`src/core/gpio_fault_pkg.sv`:
```
// constants for the general pin data and fault routing block
// assumes the serial bus front end delivers decoded byte accesses
package gpio_fault_pkg;

    // ------------------------------------------------------------
    // register offsets, main page
    // ------------------------------------------------------------
    localparam logic [7:0] ADDR_FAULT_A_MASK_LOW  = 8'h15;
    localparam logic [7:0] ADDR_FAULT_A_MASK_HIGH = 8'h16;
    localparam logic [7:0] ADDR_FAULT_B_MASK_LOW  = 8'h17;
    localparam logic [7:0] ADDR_FAULT_B_MASK_HIGH = 8'h18;
    localparam logic [7:0] ADDR_PIN_MODE_0        = 8'h1C;
    localparam logic [7:0] ADDR_PIN_MODE_1        = 8'h1D;
    localparam logic [7:0] ADDR_PIN_MODE_2        = 8'h1E;
    localparam logic [7:0] ADDR_MARGIN_CTRL       = 8'h4D;
    localparam logic [7:0] ADDR_PULLDOWN_CTRL     = 8'h4E;

    // ------------------------------------------------------------
    // register offsets, extended page
    // ------------------------------------------------------------
    localparam logic [7:0] ADDR_PIN_OUTPUT_LEVELS = 8'h1A;
    localparam logic [7:0] ADDR_PIN_INPUT_LEVELS  = 8'h1B;

    // ------------------------------------------------------------
    // field positions and reset values
    // ------------------------------------------------------------
    localparam int         HIGH_MON_LSB    = 0;
    localparam int         TYPE_OV_BIT     = 4;
    localparam int         TYPE_UV_BIT     = 5;
    localparam int         TYPE_EW_BIT     = 6;
    localparam int         POLARITY_BIT    = 7;
    localparam int         MARGIN_SW_BIT   = 1;
    localparam int         PULLDOWN_LSB    = 4;
    localparam int         PIN_COUNT       = 6;
    localparam int         MON_COUNT       = 12;
    localparam logic [7:0] REG_RESET       = 8'h00;
    localparam logic [2:0] MODE_RESET      = 3'h0;

    // ------------------------------------------------------------
    // pin modes
    // ------------------------------------------------------------
    localparam logic [2:0] MODE_SENSE      = 3'h0;
    localparam logic [2:0] MODE_PP_LOGIC   = 3'h1;
    localparam logic [2:0] MODE_OD_LOGIC   = 3'h2;
    localparam logic [2:0] MODE_PP_FAULT   = 3'h3;
    localparam logic [2:0] MODE_OD_FAULT   = 3'h4;
    localparam logic [2:0] MODE_LOGIC_IN   = 3'h5;

endpackage : gpio_fault_pkg

```
`src/core/fault_cfg_if.sv`:
```
// carrier between the top block and one dedicated fault router
// assumes both ends run on the same clock
`timescale 1ns/10ps
interface fault_cfg_if;
    logic [11:0] mask;      // monitor inputs selected
    logic [2:0]  type_en;   // ov, uv, ew enables
    logic        polarity;  // 1 = asserted high
    logic        freeze;    // margin mode hold
    logic [11:0] ov;        // overvoltage flags
    logic [11:0] uv;        // undervoltage flags
    logic [11:0] ew;        // early warning flags
    logic        level;     // logical output level

    modport cfg    (output mask, type_en, polarity, freeze, ov, uv, ew,
                    input level);
    modport router (input mask, type_en, polarity, freeze, ov, uv, ew,
                    output level);
endinterface : fault_cfg_if

```
`src/core/gpio_fault_routing.sv`:
```
// general pin output and input data plus fault output routing
// assumes a serial bus front end hands over decoded byte accesses,
// a boot loader writes nonvolatile values through the load port,
// and threshold flags arrive synchronous to i_mclk
`timescale 1ns/10ps

module gpio_fault_routing (
    input  wire logic        i_mclk,        // system clock, 100 MHz
    input  wire logic        i_rst_b,       // async reset, active low
    input  wire logic        i_reg_wr,      // register write strobe
    input  wire logic        i_reg_rd,      // register read strobe
    input  wire logic        i_reg_ext,     // 1 = extended page
    input  wire logic [7:0]  i_reg_addr,    // register offset
    input  wire logic [7:0]  i_reg_wdata,   // write data
    output logic      [7:0]  o_reg_rdata,   // read data
    output logic             o_reg_rvalid,  // read data valid pulse
    input  wire logic        i_nv_wr,       // boot load write strobe
    input  wire logic [7:0]  i_nv_addr,     // boot load offset
    input  wire logic [7:0]  i_nv_data,     // boot load data
    input  wire logic [11:0] i_mon_ov,      // overvoltage flags
    input  wire logic [11:0] i_mon_uv,      // undervoltage flags
    input  wire logic [11:0] i_mon_ew,      // early warning flags
    input  wire logic [5:0]  i_pin_in,      // general pins level in
    output logic      [5:0]  o_pin_out,     // general pins level out
    output logic      [5:0]  o_pin_oe,      // general pins drive enable
    output logic      [3:0]  o_sense_pd,    // strong pulldown enables
    output logic             o_margin       // margin mode active
);

    // ------------------------------------------------------------
    // registers
    // ------------------------------------------------------------
    logic [7:0] fault_a_mask_low;
    logic [7:0] fault_a_mask_high_and_type;
    logic [7:0] fault_b_mask_low;
    logic [7:0] fault_b_mask_high_and_type;
    logic [7:0] pin_mode_0;
    logic [7:0] pin_mode_1;
    logic [7:0] pin_mode_2;
    logic [7:0] margin_ctrl;
    logic [7:0] pulldown_ctrl;
    logic [5:0] pin_output_levels;
    logic [5:0] pin_input_levels;
    logic       any_fault;
    logic [5:0] fault_lvl;
    logic       margin_now;
    logic [2:0] pin_mode [6];
    logic [7:0] next_rdata;
    logic       main_wr;
    logic [7:0] main_addr;
    logic [7:0] main_data;

    fault_cfg_if fault_a ();
    fault_cfg_if fault_b ();

    // pin mode field of one pin, fields straddle byte boundaries
    function automatic logic [2:0] mode_of(input int unsigned pin,
                                           input logic [7:0] m0,
                                           input logic [7:0] m1,
                                           input logic [7:0] m2);
        logic [23:0] all;
        all = {m2, m1, m0};
        mode_of = all[pin*3 +: 3];
    endfunction : mode_of

    // ------------------------------------------------------------
    // main page write path
    // ------------------------------------------------------------
    // boot load takes the port; extended page has no load path
    always_comb begin
        main_wr   = i_nv_wr | (i_reg_wr & ~i_reg_ext);
        main_addr = i_nv_wr ? i_nv_addr : i_reg_addr;
        main_data = i_nv_wr ? i_nv_data : i_reg_wdata;
    end

    // fault routing configuration
    always_ff @(posedge i_mclk or negedge i_rst_b) begin
        if (!i_rst_b) begin
            fault_a_mask_low           <= gpio_fault_pkg::REG_RESET;
            fault_a_mask_high_and_type <= gpio_fault_pkg::REG_RESET;
            fault_b_mask_low           <= gpio_fault_pkg::REG_RESET;
            fault_b_mask_high_and_type <= gpio_fault_pkg::REG_RESET;
        end else if (main_wr) begin
            unique case (main_addr)
                gpio_fault_pkg::ADDR_FAULT_A_MASK_LOW:
                    fault_a_mask_low <= main_data;
                gpio_fault_pkg::ADDR_FAULT_A_MASK_HIGH:
                    fault_a_mask_high_and_type <= main_data;
                gpio_fault_pkg::ADDR_FAULT_B_MASK_LOW:
                    fault_b_mask_low <= main_data;
                gpio_fault_pkg::ADDR_FAULT_B_MASK_HIGH:
                    fault_b_mask_high_and_type <= main_data;
                default: ;
            endcase
        end
    end

    // pin mode, margin and pulldown control
    always_ff @(posedge i_mclk or negedge i_rst_b) begin
        if (!i_rst_b) begin
            pin_mode_0    <= gpio_fault_pkg::REG_RESET;
            pin_mode_1    <= gpio_fault_pkg::REG_RESET;
            pin_mode_2    <= gpio_fault_pkg::REG_RESET;
            margin_ctrl   <= gpio_fault_pkg::REG_RESET;
            pulldown_ctrl <= gpio_fault_pkg::REG_RESET;
        end else if (main_wr) begin
            unique case (main_addr)
                gpio_fault_pkg::ADDR_PIN_MODE_0:    pin_mode_0 <= main_data;
                gpio_fault_pkg::ADDR_PIN_MODE_1:    pin_mode_1 <= main_data;
                gpio_fault_pkg::ADDR_PIN_MODE_2:    pin_mode_2 <= main_data;
                gpio_fault_pkg::ADDR_MARGIN_CTRL:   margin_ctrl <= main_data;
                gpio_fault_pkg::ADDR_PULLDOWN_CTRL: pulldown_ctrl <= main_data;
                default: ;
            endcase
        end
    end

    // ------------------------------------------------------------
    // extended page
    // ------------------------------------------------------------
    // output data, bus writes only; the input register has no writer
    always_ff @(posedge i_mclk or negedge i_rst_b) begin
        if (!i_rst_b) begin
            pin_output_levels <= 6'h00;
        end else if (i_reg_wr && i_reg_ext &&
                     i_reg_addr == gpio_fault_pkg::ADDR_PIN_OUTPUT_LEVELS) begin
            pin_output_levels <= i_reg_wdata[5:0];
        end
    end

    // input levels sampled every cycle, writes to 1Bh fall through
    always_ff @(posedge i_mclk or negedge i_rst_b) begin
        if (!i_rst_b) begin
            pin_input_levels <= 6'h00;
        end else begin
            pin_input_levels <= i_pin_in;
        end
    end

    // ------------------------------------------------------------
    // read path
    // ------------------------------------------------------------
    // unmapped offsets and the unused top bits of 1Ah and 1Bh read as zero
    always_comb begin
        next_rdata = 8'h00;
        if (i_reg_ext) begin
            unique case (i_reg_addr)
                gpio_fault_pkg::ADDR_PIN_OUTPUT_LEVELS:
                    next_rdata = {2'b00, pin_output_levels};
                gpio_fault_pkg::ADDR_PIN_INPUT_LEVELS:
                    next_rdata = {2'b00, pin_input_levels};
                default: ;
            endcase
        end else begin
            unique case (i_reg_addr)
                gpio_fault_pkg::ADDR_FAULT_A_MASK_LOW:
                    next_rdata = fault_a_mask_low;
                gpio_fault_pkg::ADDR_FAULT_A_MASK_HIGH:
                    next_rdata = fault_a_mask_high_and_type;
                gpio_fault_pkg::ADDR_FAULT_B_MASK_LOW:
                    next_rdata = fault_b_mask_low;
                gpio_fault_pkg::ADDR_FAULT_B_MASK_HIGH:
                    next_rdata = fault_b_mask_high_and_type;
                gpio_fault_pkg::ADDR_PIN_MODE_0:    next_rdata = pin_mode_0;
                gpio_fault_pkg::ADDR_PIN_MODE_1:    next_rdata = pin_mode_1;
                gpio_fault_pkg::ADDR_PIN_MODE_2:    next_rdata = pin_mode_2;
                gpio_fault_pkg::ADDR_MARGIN_CTRL:   next_rdata = margin_ctrl;
                gpio_fault_pkg::ADDR_PULLDOWN_CTRL: next_rdata = pulldown_ctrl;
                default: ;
            endcase
        end
    end

    // read answer one cycle after the strobe
    always_ff @(posedge i_mclk or negedge i_rst_b) begin
        if (!i_rst_b) begin
            o_reg_rdata  <= 8'h00;
            o_reg_rvalid <= 1'b0;
        end else begin
            o_reg_rvalid <= i_reg_rd;
            if (i_reg_rd) begin
                o_reg_rdata <= next_rdata;
            end
        end
    end

    // ------------------------------------------------------------
    // margin and fault routing
    // ------------------------------------------------------------
    // margin pin is pin 6 in its sense mode, low active
    always_comb begin
        for (int p = 0; p < gpio_fault_pkg::PIN_COUNT; p++) begin
            pin_mode[p] = mode_of(p, pin_mode_0, pin_mode_1, pin_mode_2);
        end
        margin_now = margin_ctrl[gpio_fault_pkg::MARGIN_SW_BIT] |
                     (pin_mode[5] == gpio_fault_pkg::MODE_SENSE &
                      ~pin_input_levels[5]);
        fault_lvl  = {fault_b.level, fault_a.level, {4{~any_fault}}};
    end

    // masks, type enables and polarity handed to the routers
    always_comb begin
        fault_a.mask     = {fault_a_mask_high_and_type[3:0],
                            fault_a_mask_low};
        fault_a.type_en  = fault_a_mask_high_and_type[6:4];
        fault_a.polarity = fault_a_mask_high_and_type[
                               gpio_fault_pkg::POLARITY_BIT];
        fault_b.mask     = {fault_b_mask_high_and_type[3:0],
                            fault_b_mask_low};
        fault_b.type_en  = fault_b_mask_high_and_type[6:4];
        fault_b.polarity = fault_b_mask_high_and_type[
                               gpio_fault_pkg::POLARITY_BIT];
        fault_a.freeze   = margin_now;
        fault_b.freeze   = margin_now;
        fault_a.ov       = i_mon_ov;
        fault_a.uv       = i_mon_uv;
        fault_a.ew       = i_mon_ew;
        fault_b.ov       = i_mon_ov;
        fault_b.uv       = i_mon_uv;
        fault_b.ew       = i_mon_ew;
    end

    fault_router u_fault_a (
        .i_mclk  (i_mclk),
        .i_rst_b (i_rst_b),
        .cfg     (fault_a.router)
    );

    fault_router u_fault_b (
        .i_mclk  (i_mclk),
        .i_rst_b (i_rst_b),
        .cfg     (fault_b.router)
    );

    // any-fault: every input, every type, held during margin
    always_ff @(posedge i_mclk or negedge i_rst_b) begin
        if (!i_rst_b) begin
            any_fault <= 1'b0;
        end else if (!margin_now) begin
            any_fault <= |(i_mon_ov | i_mon_uv | i_mon_ew);
        end
    end

    // ------------------------------------------------------------
    // pin drivers
    // ------------------------------------------------------------
    // registered so pins never glitch on mode decode
    always_ff @(posedge i_mclk or negedge i_rst_b) begin
        if (!i_rst_b) begin
            o_pin_out <= 6'h00;
            o_pin_oe  <= 6'h00;
        end else begin
            for (int p = 0; p < gpio_fault_pkg::PIN_COUNT; p++) begin
                unique case (pin_mode[p])
                    gpio_fault_pkg::MODE_PP_LOGIC: begin
                        o_pin_out[p] <= pin_output_levels[p];
                        o_pin_oe[p]  <= 1'b1;
                    end
                    gpio_fault_pkg::MODE_OD_LOGIC: begin
                        o_pin_out[p] <= 1'b0;
                        o_pin_oe[p]  <= ~pin_output_levels[p];
                    end
                    gpio_fault_pkg::MODE_PP_FAULT: begin
                        o_pin_out[p] <= fault_lvl[p];
                        o_pin_oe[p]  <= 1'b1;
                    end
                    gpio_fault_pkg::MODE_OD_FAULT: begin
                        o_pin_out[p] <= 1'b0;
                        o_pin_oe[p]  <= ~fault_lvl[p];
                    end
                    default: begin
                        o_pin_out[p] <= 1'b0;
                        o_pin_oe[p]  <= 1'b0;
                    end
                endcase
            end
        end
    end

    // pulldowns and margin flag
    always_ff @(posedge i_mclk or negedge i_rst_b) begin
        if (!i_rst_b) begin
            o_sense_pd <= 4'h0;
            o_margin   <= 1'b0;
        end else begin
            o_sense_pd <= pulldown_ctrl[7:4];
            o_margin   <= margin_now;
        end
    end

endmodule : gpio_fault_routing

```
`src/core/fault_router.sv`:
```
// one dedicated fault output: masked or of selected threshold types
// assumes violation flags are synchronous to i_mclk
`timescale 1ns/10ps
module fault_router (
    input  wire logic  i_mclk,   // system clock
    input  wire logic  i_rst_b,  // async reset, active low
    fault_cfg_if.router cfg      // configuration and level
);

    logic asserted;

    // ------------------------------------------------------------
    // cause decode
    // ------------------------------------------------------------
    // any selected input with any enabled type trips the output
    always_comb begin
        asserted = |(cfg.mask & ((cfg.ov & {12{cfg.type_en[0]}}) |
                                 (cfg.uv & {12{cfg.type_en[1]}}) |
                                 (cfg.ew & {12{cfg.type_en[2]}})));
    end

    // ------------------------------------------------------------
    // output level
    // ------------------------------------------------------------
    // held while margin mode is on so ramps cannot signal errors
    always_ff @(posedge i_mclk or negedge i_rst_b) begin
        if (!i_rst_b) begin
            cfg.level <= 1'b1;
        end else if (!cfg.freeze) begin
            cfg.level <= cfg.polarity ? asserted : ~asserted;
        end
    end

endmodule : fault_router

```
`config.mk`:
```
export PLATFORM = sky130hd
export DESIGN_NAME = gpio_fault_routing
export DESIGN_NICKNAME = d
export VERILOG_FILES = /design/src/core/gpio_fault_pkg.sv /design/src/core/fault_cfg_if.sv /design/src/core/gpio_fault_routing.sv /design/src/core/fault_router.sv
export SDC_FILE = /design/constraint.sdc
export NUM_CORES = 1
export LEC_CHECK = 0
export ABC_AREA = 1
export BUFFER_PORTS_ARGS = -buffer_cell sky130_fd_sc_hd__buf_2
export CORE_AREA = 2 2 115 117
export CTS_CLUSTER_DIAMETER = 50
export DETAILED_ROUTE_END_ITERATION = 7
export DIE_AREA = 0 0 117 119
export GPL_TIMING_DRIVEN = 1
export PLACE_DENSITY = 0.71
export SLEW_MARGIN = 20
export SYNTH_ARGS = -nofsm -noshare
export SYNTH_HDL_FRONTEND = slang
export SYNTH_SLANG_ARGS = --single-unit
```
`constraint.sdc`:
```
create_clock -name i_mclk -period 2.7 [get_ports i_mclk]
set_input_delay 0.54 -clock i_mclk [delete_from_list [all_inputs] [get_ports i_mclk]]
set_output_delay 0.54 -clock i_mclk [all_outputs]
set_load 0.02 [all_outputs]
```
==> flow_summary.toml, run 1 <==
[run_status]
outcome = "finished clean"

[cts]
cts_setup_buffers = 0
cts_buffers = 17
cts.clk_slew.worst_paths_ns = 0.05
root_buffer = "clkbuf_16"
postCtsResizedCells = 0
cts_hold_buf = 0
htreeDepth = 4
clk_path_buf_depth = 2
clock_latency_ns = 0.42
cts.sinks = 113
cts_tree = "built"

[die]
fp-row-count = 42
initial_core_util = 0.481
design.die.area_um2 = 13900
die_width_um = 117
io_pins = 106
die_h_um = 119
coreArea_um2 = 12900

[timing]
hold_viol = 0
period_needed_ns = 2.01
tightest_slew_ns = 0.618
fin_skew_ns = 0.00713
maxSlewViolCount = 0
relSlewSlack = 0.587
setup_slack_ns = 0.687
grt_setup_unrepaired = "no"
period_share = 0.746
setup_viol = 0
fin_setup_tns_ns = 0
max_freq_ghz = 0.497

[worst_hold_path]
hold_class = "in -> async"

[critical_path]
critPathKind = "in -> reg"
startpoint_type = "input port"
path_buf_inv = 2
worstPathArrival_ns = 2.31
crit_path_end_kind = "flip-flop"
required_ns = 2.99
crit_chain = "buf_2 > inv_1 > nor3_2 > a21oi_2 > nor2_8 > nand4_2 > nand2_1 > o21ai_2"
cp_max_fo = 28
path_delay_family = "simple AND/OR/NAND/NOR gates"
slowest_stage = "nand4_2"
critPathMaxStageDelay_ns = 0.43

[layout]
drive_gt1_frac = 0.228
syn_to_final_growth_pct = 19.5
finalInstanceArea_um2 = 7410
diodes = 0
layout.nets = 988
layoutNonFillerInstCount = 1096

[routing]
drt-initial-drc-count = 605
wl_um = 18400
wl_met3_um = 1350
firstDrtPassIters = 5
highest_layer = "met4"
met1_length_um = 8010
via_per_inst = 5.45
drtAntennaViolNets = 0
wire_per_inst_um = 16.7
post-route-drc-count = 0
vias = 5975
met2WireLength_um = 8280

[logic_synthesis]
synthAdderAreaFrac = 0
ys_seq_elements = 113
synth_cell_types = 39
syn_area_um2 = 6200
synth-compound-area-share = 0.134
synth_top_family_by_area = "simple AND/OR/NAND/NOR gates"
synth_seq_area_share = 0.457
synth_xor_area_frac = 0
syn_inst = 806
synth_fp_nets = 886
yosys_warnings = 0
yosys.area_share.simple = 0.346
muxShareOfSynthArea = 0
synth.avg_cell_area_um2 = 7.69

[placement]
postPlaceCellArea_um2 = 6820
gp_congestion = 0.950
dp.cells = 1065
dp.final_hpwl_um = 13300
buffer_ports.inserted = 105
post-place-ws_ns = 0.246

[flow_run]
max_cap_violations = 0

[pwr]
seqPwrFrac = 0.412
p_switching_w = 0.00129
clock_power_share = 0.468
internal_power_w = 0.00343
swShare = 0.273
p_leak_nw = 3.70
ir_worst_vdd_v = 0.000378
p_per_area_nw_per_um2 = 637
p_comb_frac = 0.120

[global_routing]
grt_pass1_wl_um = 29500
grt_pass1_vias = 5717
track_usage = 0.281
overflow = 0
grt_max_degree = 54
antenna_found_initial = 0
-- final cells by class --
type / instances / area, µm²
Tap cell: 176 / 220
Multi-Input combinational cell: 613 / 2980
Fill cell: 1179 / 5470
Timing Repair Buffer: 111 / 598
Sequential cell: 113 / 2830
Inverter: 52 / 198
Clock inverter: 9 / 108
Clock buffer: 22 / 474
-- power groups by stage --
stage	clock (W)	sequential, W	combinational [W]
floorplan	0	0.00194	0.000329
global placement	0	0.00197	0.000555
detailed placement	0	0.00197	0.000563
CTS	0.00221	0.00194	0.000565
global route	0.00230	0.00196	0.000630
finish	0.00221	0.00195	0.000565
-- synth_stat cells, drive strengths merged --
cell,count,area share
nand2,301,0.19
dfrtp,111,0.45
nand3,105,0.087
o21ai,92,0.092
nor2,52,0.037
inv,51,0.031
buf,20,0.026
nor3,12,0.016
nor4,9,0.012
o21a,9,0.011
a21oi,8,0.0083
clkbuf,8,0.0048
a22oi,6,0.0073
nand4,5,0.0061
o211ai,5,0.0061
o31ai,3,0.0036
a211oi,2,0.0024
dfstp,2,0.0085
o311ai,2,0.0028
a31oi,1,0.0010
clkinv,1,0.00061
or2,1,0.0010
-- sequential cells by signal, summed over array words and instances (netlist names), 4 cells and up --
signal and cells:
fault_a_mask_high_and_type 8, fault_a_mask_low 8, fault_b_mask_high_and_type 8, fault_b_mask_low 8
margin_ctrl 8, o_pin_oe 6, o_pin_out 6, o_reg_rdata 8
o_sense_pd 4, pin_input_levels 6, pin_mode_0 8, pin_mode_1 8
pin_mode_2 8, pin_output_levels 6, pulldown_ctrl 8
-- metrics by stage --
step                      utilization  hold slack, ns  total power, W
final                           0.575          0.0837         0.00472
after global routing            0.575           0.127         0.00489
after CTS                       0.575          0.0981         0.00472
after detailed placement        0.530           0.403         0.00253
after global placement          0.530           0.399         0.00252
after floorplan                     -           0.244         0.00226
-- worst paths after layout --
path	startpoint	to	slack (ns)	cells after the start
max	i_nv_wr	fault_a_mask_low[1]	0.69	8
min	i_rst_b	pin_output_levels[3]	0.08	1
max reg2reg	fault_b_mask_high_and_type[4]	u_fault_b.cfg.level	1.15	9
min reg2reg	pulldown_ctrl[4]	o_sense_pd[0]	0.41	0
max in group asynchronous	i_rst_b	u_fault_a.cfg.level	1.84	2
min in group i_mclk	i_pin_in[5]	pin_input_levels[5]	0.22	1
-- per-layer routing --
| metal | vias to the layer above | global-route usage |
|---|---|---|
| li1 | 2887 | - |
| met1 | 2763 | 0.392 |
| met2 | 270 | 0.415 |
| met3 | 55 | 0.0631 |
| met4 | 0 | 0.130 |
| met5 | - | 0 |
-- placed cells by master (no fill, tap or decap), types with 2 or more instances in the layout --
| cell | netlist | routed |
|---|---|---|
| o21ai_2 | 29 | 29 |
| nor2_1 | 47 | 47 |
| a211oi_1 | 2 | 2 |
| clkbuf_8 | 0 | 3 |
| a21oi_2 | 3 | 3 |
| a22oi_1 | 6 | 6 |
| nand2_2 | 13 | 13 |
| inv_2 | 4 | 4 |
| buf_4 | 3 | 5 |
| dfstp_2 | 2 | 2 |
| o211ai_1 | 5 | 5 |
| nor3_1 | 5 | 5 |
| o31ai_1 | 3 | 3 |
| a21oi_1 | 5 | 5 |
| nand3_2 | 3 | 3 |
| clkinv_2 | 0 | 3 |
| o21ai_1 | 45 | 45 |
| clkinv_4 | 0 | 2 |
| bufinv_16 | 0 | 2 |
| clkbuf_16 | 0 | 17 |
| dfrtp_1 | 111 | 111 |
| clkbuf_1 | 8 | 2 |
| nand4_1 | 4 | 4 |
| buf_12 | 0 | 2 |
| o21ai_0 | 18 | 18 |
| clkinvlp_4 | 0 | 2 |
| nor3_2 | 6 | 6 |
| nor2_2 | 3 | 3 |
| nand2_1 | 288 | 288 |
| inv_1 | 46 | 46 |
| nand3_1 | 102 | 102 |
| nor4_1 | 8 | 8 |
| o311ai_0 | 2 | 2 |
| buf_2 | 9 | 104 |
| o21a_1 | 9 | 9 |
-- cell families after synthesis --
family          Yosys count
compound gates          128
buf+inv                  80
simple gates            485
flops                   113
(Power assumes the default switching activity.)
==> run 2, diff against run 1 <==
Settings changed: ABC_AREA 1 to 0, CORE_AREA 2 2 115 117 to 2 2 111 113, DIE_AREA 0 0 117 119 to 0 0 113 115, PLACE_DENSITY 0.71 to 0.72.
Clock period 2.7 ns to 2.07 ns, I/O delays scaled along.
==> flow_summary.toml, run 2 <==
[timing]
hold_viol = 0
whs_ns = 0.112
fin_skew_ns = 0.00995
setup_slack_ns = 0.0133
max_freq_ghz = 0.486
period_share = 0.994
period_needed_ns = 2.06
tightest_slew_ns = 0.529
grt_setup_unrepaired = "yes"
relSlewSlack = 0.644
setup_viol = 0
maxSlewViolCount = 0

[logic_synthesis]
async_flop_share = 1.00
synth_seq_area_share = 0.487
synth_top_family_by_area = "multiplexers"
synth-compound-area-share = 0.159
synth_largest_area_cell = "dfrtp_1"
synth.avg_cell_area_um2 = 11.4
yosys_warnings = 0
synth_most_common_cell = "dfrtp_1"
ys_top_cells_by_area = "dfrtp_1 48%, mux2_2 16%, a222oi_1 4.5%"
synth_commonest_cells = "111 x dfrtp_1, 82 x mux2_2, 34 x inv_1"
syn_inst = 512
yosys.area_share.simple = 0.112
synth_top_area_share = 0.478
muxShareOfSynthArea = 0.192
syn_area_um2 = 5820
ys.flop_type = "dfrtp_1"
synth_edf_count = 0
synthAdderAreaFrac = 0
synth_cell_types = 54
ys_seq_elements = 113
synth_xor_area_frac = 0.00301
synth_fp_nets = 592

[placement]
gp_congestion = 0.931
post-place-ws_ns = -0.134
postPlaceCellArea_um2 = 6940
dp.final_hpwl_um = 13200
buffer_ports.inserted = 105

[routing]
wl_um = 18300
drtAntennaViolNets = 0
vias = 5195
wire_per_inst_um = 21.9
via_per_inst = 6.23
drt-initial-drc-count = 815
post-route-drc-count = 24
firstDrtPassIters = 8

[layout]
layout_common_cells = "106 x dfrtp_1, 104 x buf_2, 82 x mux2_2, 54 x buf_4, 34 x inv_1"
utilization = 0.640
layout.nets = 754
layout_commonest_cell = "dfrtp_1"
finalInstanceArea_um2 = 7560
drive_gt1_frac = 0.428
syn_to_final_growth_pct = 30.0
diodes = 0
n_fill_cell = 926

[cts]
cts.clk_slew.worst_paths_ns = 0.06
cts_buffers = 17
clock_latency_ns = 0.40
cts.sinks = 113
htreeDepth = 4
cts_tree = "built"
root_buffer = "clkbuf_16"
clk_path_buf_depth = 2

[run_status]
outcome = "complete, but fails checks"
violations = "design-rule violations"

[critical_path]
crit_start = "fault_b_mask_high_and_type[5]"
r2r_setup_slack_ns = 0.01
cp_max_fo = 6
required_ns = 2.40
path_buf_inv = 1
timing.rr.start = "fault_b_mask_high_and_type[5]"
slowest_stage = "or4_4"
path_delay_family = "simple AND/OR/NAND/NOR gates"
worst-path-stages = 7
crit_path_end = "u_fault_b.cfg.level"
r2r_cells = 7
rr_endpoint = "u_fault_b.cfg.level"
critPathMaxStageDelay_ns = 0.53
critPathKind = "reg -> reg"
startpoint_type = "flip-flop"
crit_chain = "buf_6 > a222oi_1 > o22ai_1 > or4_4 > nor3_4 > xnor2_1 > o21ai_1"
crit_path_end_kind = "flip-flop"
worstPathArrival_ns = 2.39

[die]
io_pins = 106
initial_core_util = 0.492
die_width_um = 113
design.die.area_um2 = 13000
coreArea_um2 = 11800
fp-row-count = 40
die_h_um = 115

[global_routing]
grt_pass1_wl_um = 28500
grt_max_degree = 50
grt_use_met3 = 0.0548
track_usage = 0.288
grt.busiest_layer = "met2"
antenna_found_initial = 0
use_met2 = 0.461
grt_pass1_vias = 5136
grtUsageMet1 = 0.398
overflow = 0

[pwr]
p_leak_nw = 3.51
power_w = 0.00615
ir_worst_vdd_v = 0.000550
p_per_area_nw_per_um2 = 814

[flow_run]
max_cap_violations = 0

[worst_hold_path]
hold_class = "in -> reg"
==> run 2: cell types whose count changed in the layout (fill, tap and decap cells not counted), sizes merged, moves of 10 or more <==
cell | previous run | this run
o21ai | 92 | 16
a222oi | 0 | 26
mux2i | 0 | 17
inv | 51 | 36
mux2 | 0 | 84
buf | 111 | 167
nor2 | 52 | 14
nand2 | 301 | 29
a21oi | 8 | 18
nand3 | 105 | 8
o22ai | 0 | 20
==> run 2: cell families (layout without fill, tap and decap cells) <==
| family | after synthesis | after routing |
|---|---|---|
| AOI/OAI and AO/OA | 124 | 124 |
| xor gates and xnor gates | 2 | 2 |
| muxes | 101 | 101 |
| and+or+nand+nor | 112 | 112 |
| DFF | 113 | 113 |
| buffers and inverters | 60 | 235 |
==> run 2: worst min path at each step <==
stage	from	end	slack, ns	cells after the start
2_1_floorplan	i_rst_b	any_fault	0.12	0
3_3_place_gp	i_rst_b	o_margin	0.30	1
3_5_place_dp	i_rst_b	fault_b_mask_high_and_type[7]	0.31	1
4_1_cts	i_pin_in[2]	pin_input_levels[2]	0.10	1
5_1_grt	i_pin_in[2]	pin_input_levels[2]	0.1	1
6_report	i_pin_in[2]	pin_input_levels[2]	0.11	1
==> run 2: cell type report <==
type,count,area (µm²),share of cell area
Clock buffer,20,447,0.0591
Clock inverter,12,134,0.0177
Inverter,35,131,0.0174
Multi-Input combinational cell,339,2720,0.360
Sequential cell,113,2840,0.375
Tap cell,147,184,0.0243
Timing Repair Buffer,168,1110,0.146
==> run 2: what timing repair did <==
action,in CTS,in global routing
buffers inserted,1,0
hold buffers,1,0
gates resized for setup,5,5
gates cloned,0,0
pin swaps,2,7
hold endpoints to repair,15,0
setup endpoints to repair,2,2
==> run 2: through the flow <==
stage | std cells | TNS [ns]
floorplan | 512 | 0
global placement | 800 | -2.20
detailed placement | 800 | -4.09
CTS | 834 | 0
global route | 834 | -0.169
finish | 834 | 0
==> run 2: metal layers <==
layer,share of wire,up-vias
met5,0,-
met4,0.027,0
met3,0.085,44
met2,0.48,277
met1,0.41,2569
li1,-,2305
==> run 2: power by group <==
part / leakage [nW] / internal, W / switching (W)
clock network: 0.281 / 0.00181 / 0.00105
registers: 1.51 / 0.00238 / 0.000141
logic: 1.72 / 0.000355 / 0.000422
==> run 3, diff against run 2 <==
Settings changed: BUFFER_PORTS_ARGS -buffer_cell sky130_fd_sc_hd__buf_2 to unset, DONT_BUFFER_PORTS set to 1, PLACE_DENSITY 0.72 to unset.
==> flow_summary.toml, run 3 (synthesis results as in run 2) <==
[die]
io_pins = 106
design.die.area_um2 = 13000
die_width_um = 113
initial_core_util = 0.492
fp-row-count = 40
coreArea_um2 = 11800
die_h_um = 115

[routing]
wl_um = 17900
vias = 4606
via_per_inst = 6.64
post-route-drc-count = 44
drt-initial-drc-count = 756
drtAntennaViolNets = 0
wire_per_inst_um = 25.9
firstDrtPassIters = 8

[timing]
setup_viol = 0
period_needed_ns = 2.04
whs_ns = -0.306
period_share = 0.986
maxSlewViolCount = 0
max_freq_ghz = 0.490
fin_skew_ns = 0.00929
setup_slack_ns = 0.0283
relSlewSlack = 0.633
tightest_slew_ns = 0.550
hold_viol = 113
grt_setup_unrepaired = "yes"

[placement]
gp_congestion = 0.912
post-place-ws_ns = -0.0809
dp.cells = 663
dp.final_hpwl_um = 12700
buffer_ports.inserted = 0
postPlaceCellArea_um2 = 6110

[cts]
clk_path_buf_depth = 2
cts_buffers = 17
htreeDepth = 4
cts.clk_slew.worst_paths_ns = 0.05
cts.sinks = 113
cts_tree = "built"
root_buffer = "clkbuf_16"
clock_latency_ns = 0.42

[layout]
layout_common_cells = "108 x dfrtp_1, 82 x mux2_2, 34 x inv_1, 29 x nand2_1"
finalInstanceArea_um2 = 6690
utilization = 0.567
layout_commonest_cell = "dfrtp_1"
layoutNonFillerInstCount = 694
layout.nets = 616
n_fill_cell = 1010
diodes = 0
drive_gt1_frac = 0.282
syn_to_final_growth_pct = 15.1

[global_routing]
grt_pass1_vias = 4686
grt_max_degree = 114
antenna_found_initial = 0
track_usage = 0.286
grt_pass1_wl_um = 27500
overflow = 0

[critical_path]
required_ns = 2.41
crit_path_end_kind = "flip-flop"
worstPathArrival_ns = 2.38
startpoint_type = "flip-flop"
critPathKind = "reg -> reg"
cp_max_fo = 7

[run_status]
violations = "design-rule violations, negative hold slack"
outcome = "complete, but fails checks"

[flow_run]
max_cap_violations = 0

[pwr]
p_per_area_nw_per_um2 = 854
power_w = 0.00571
p_leak_nw = 2.86
ir_worst_vdd_v = 0.000570

[worst_hold_path]
hold_class = "in -> async"
-- run 3: cell count changes in the layout (fill, tap and decap cells not counted), sizes merged --
cell         before  now
buf             167   30
clkinv            7    4
clkinvlp          2    5
inv              36   34
bufinv            2    1
clkbuf           20   21
dlygate4sd3       1    0
-- run 3: report_power, final --
part	total (W)	switching, W	internal, W
clock network	0.00269	0.000998	0.00169
registers	0.00256	0.000186	0.00238
logic	0.000461	0.000223	0.000237
-- run 3: repair_timing --
action / in CTS / in global routing
setup buffers: 1 / 0
pin swaps: 4 / 8
resized for setup: 3 / 6
endpoints found under the hold margin: 113 / 113
setup endpoints to repair: 2 / 2
-- run 3: critical path, stage by stage, from the launching register on --
cell and delay [ns]:
dfrtp_2 0.46, buf_6 0.15, a222oi_1 0.33, o22ai_1 0.14, or4_4 0.51, nor3_4 0.18
xnor2_1 0.13, o21ai_1 0.07
-- run 3: area by class of cell --
cell class | instances | area [µm²] | area share
repair buffers | 30 | 267 | 0.0398
clock inverters | 9 | 86.3 | 0.0129
multi-input cells | 339 | 2730 | 0.408
clock buffers | 21 | 460 | 0.0688
well taps | 147 | 184 | 0.0275
inverters | 35 | 131 | 0.0196
flip-flops and latches | 113 | 2830 | 0.424
-- run 3: metrics by stage --
step | hold WS [ns] | TNS, ns
floorplan | 0.118 | 0
global placement | 0.121 | -0.106
detailed placement | 0.121 | -0.137
CTS | -0.320 | -0.0113
global route | -0.327 | -0.102
finish | -0.306 | 0
-- run 3: path summary, 6_finish.rpt --
check / startpoint / endpoint / slack, ns / cells past startpoint
max: fault_a_mask_high_and_type[5] / u_fault_a.cfg.level / 0.03 / 7
min: i_rst_b / o_sense_pd[1] / -0.31 / 0
max reg2reg: fault_a_mask_high_and_type[5] / u_fault_a.cfg.level / 0.03 / 7
min reg2reg: pulldown_ctrl[7] / o_sense_pd[3] / 0.44 / 0
max in group asynchronous: i_rst_b / u_fault_a.cfg.level / 2.15 / 0
min in group i_mclk: i_pin_in[2] / pin_input_levels[2] / 0.02 / 0
-- run 3: routing by layer --
layer  up-vias  track usage  wire [µm]
met5         -            0          0
li1       2026            -          -
met4         0       0.0959        399
met1      2327        0.396       7870
met3        27       0.0833       1410
met2       226        0.436       8270
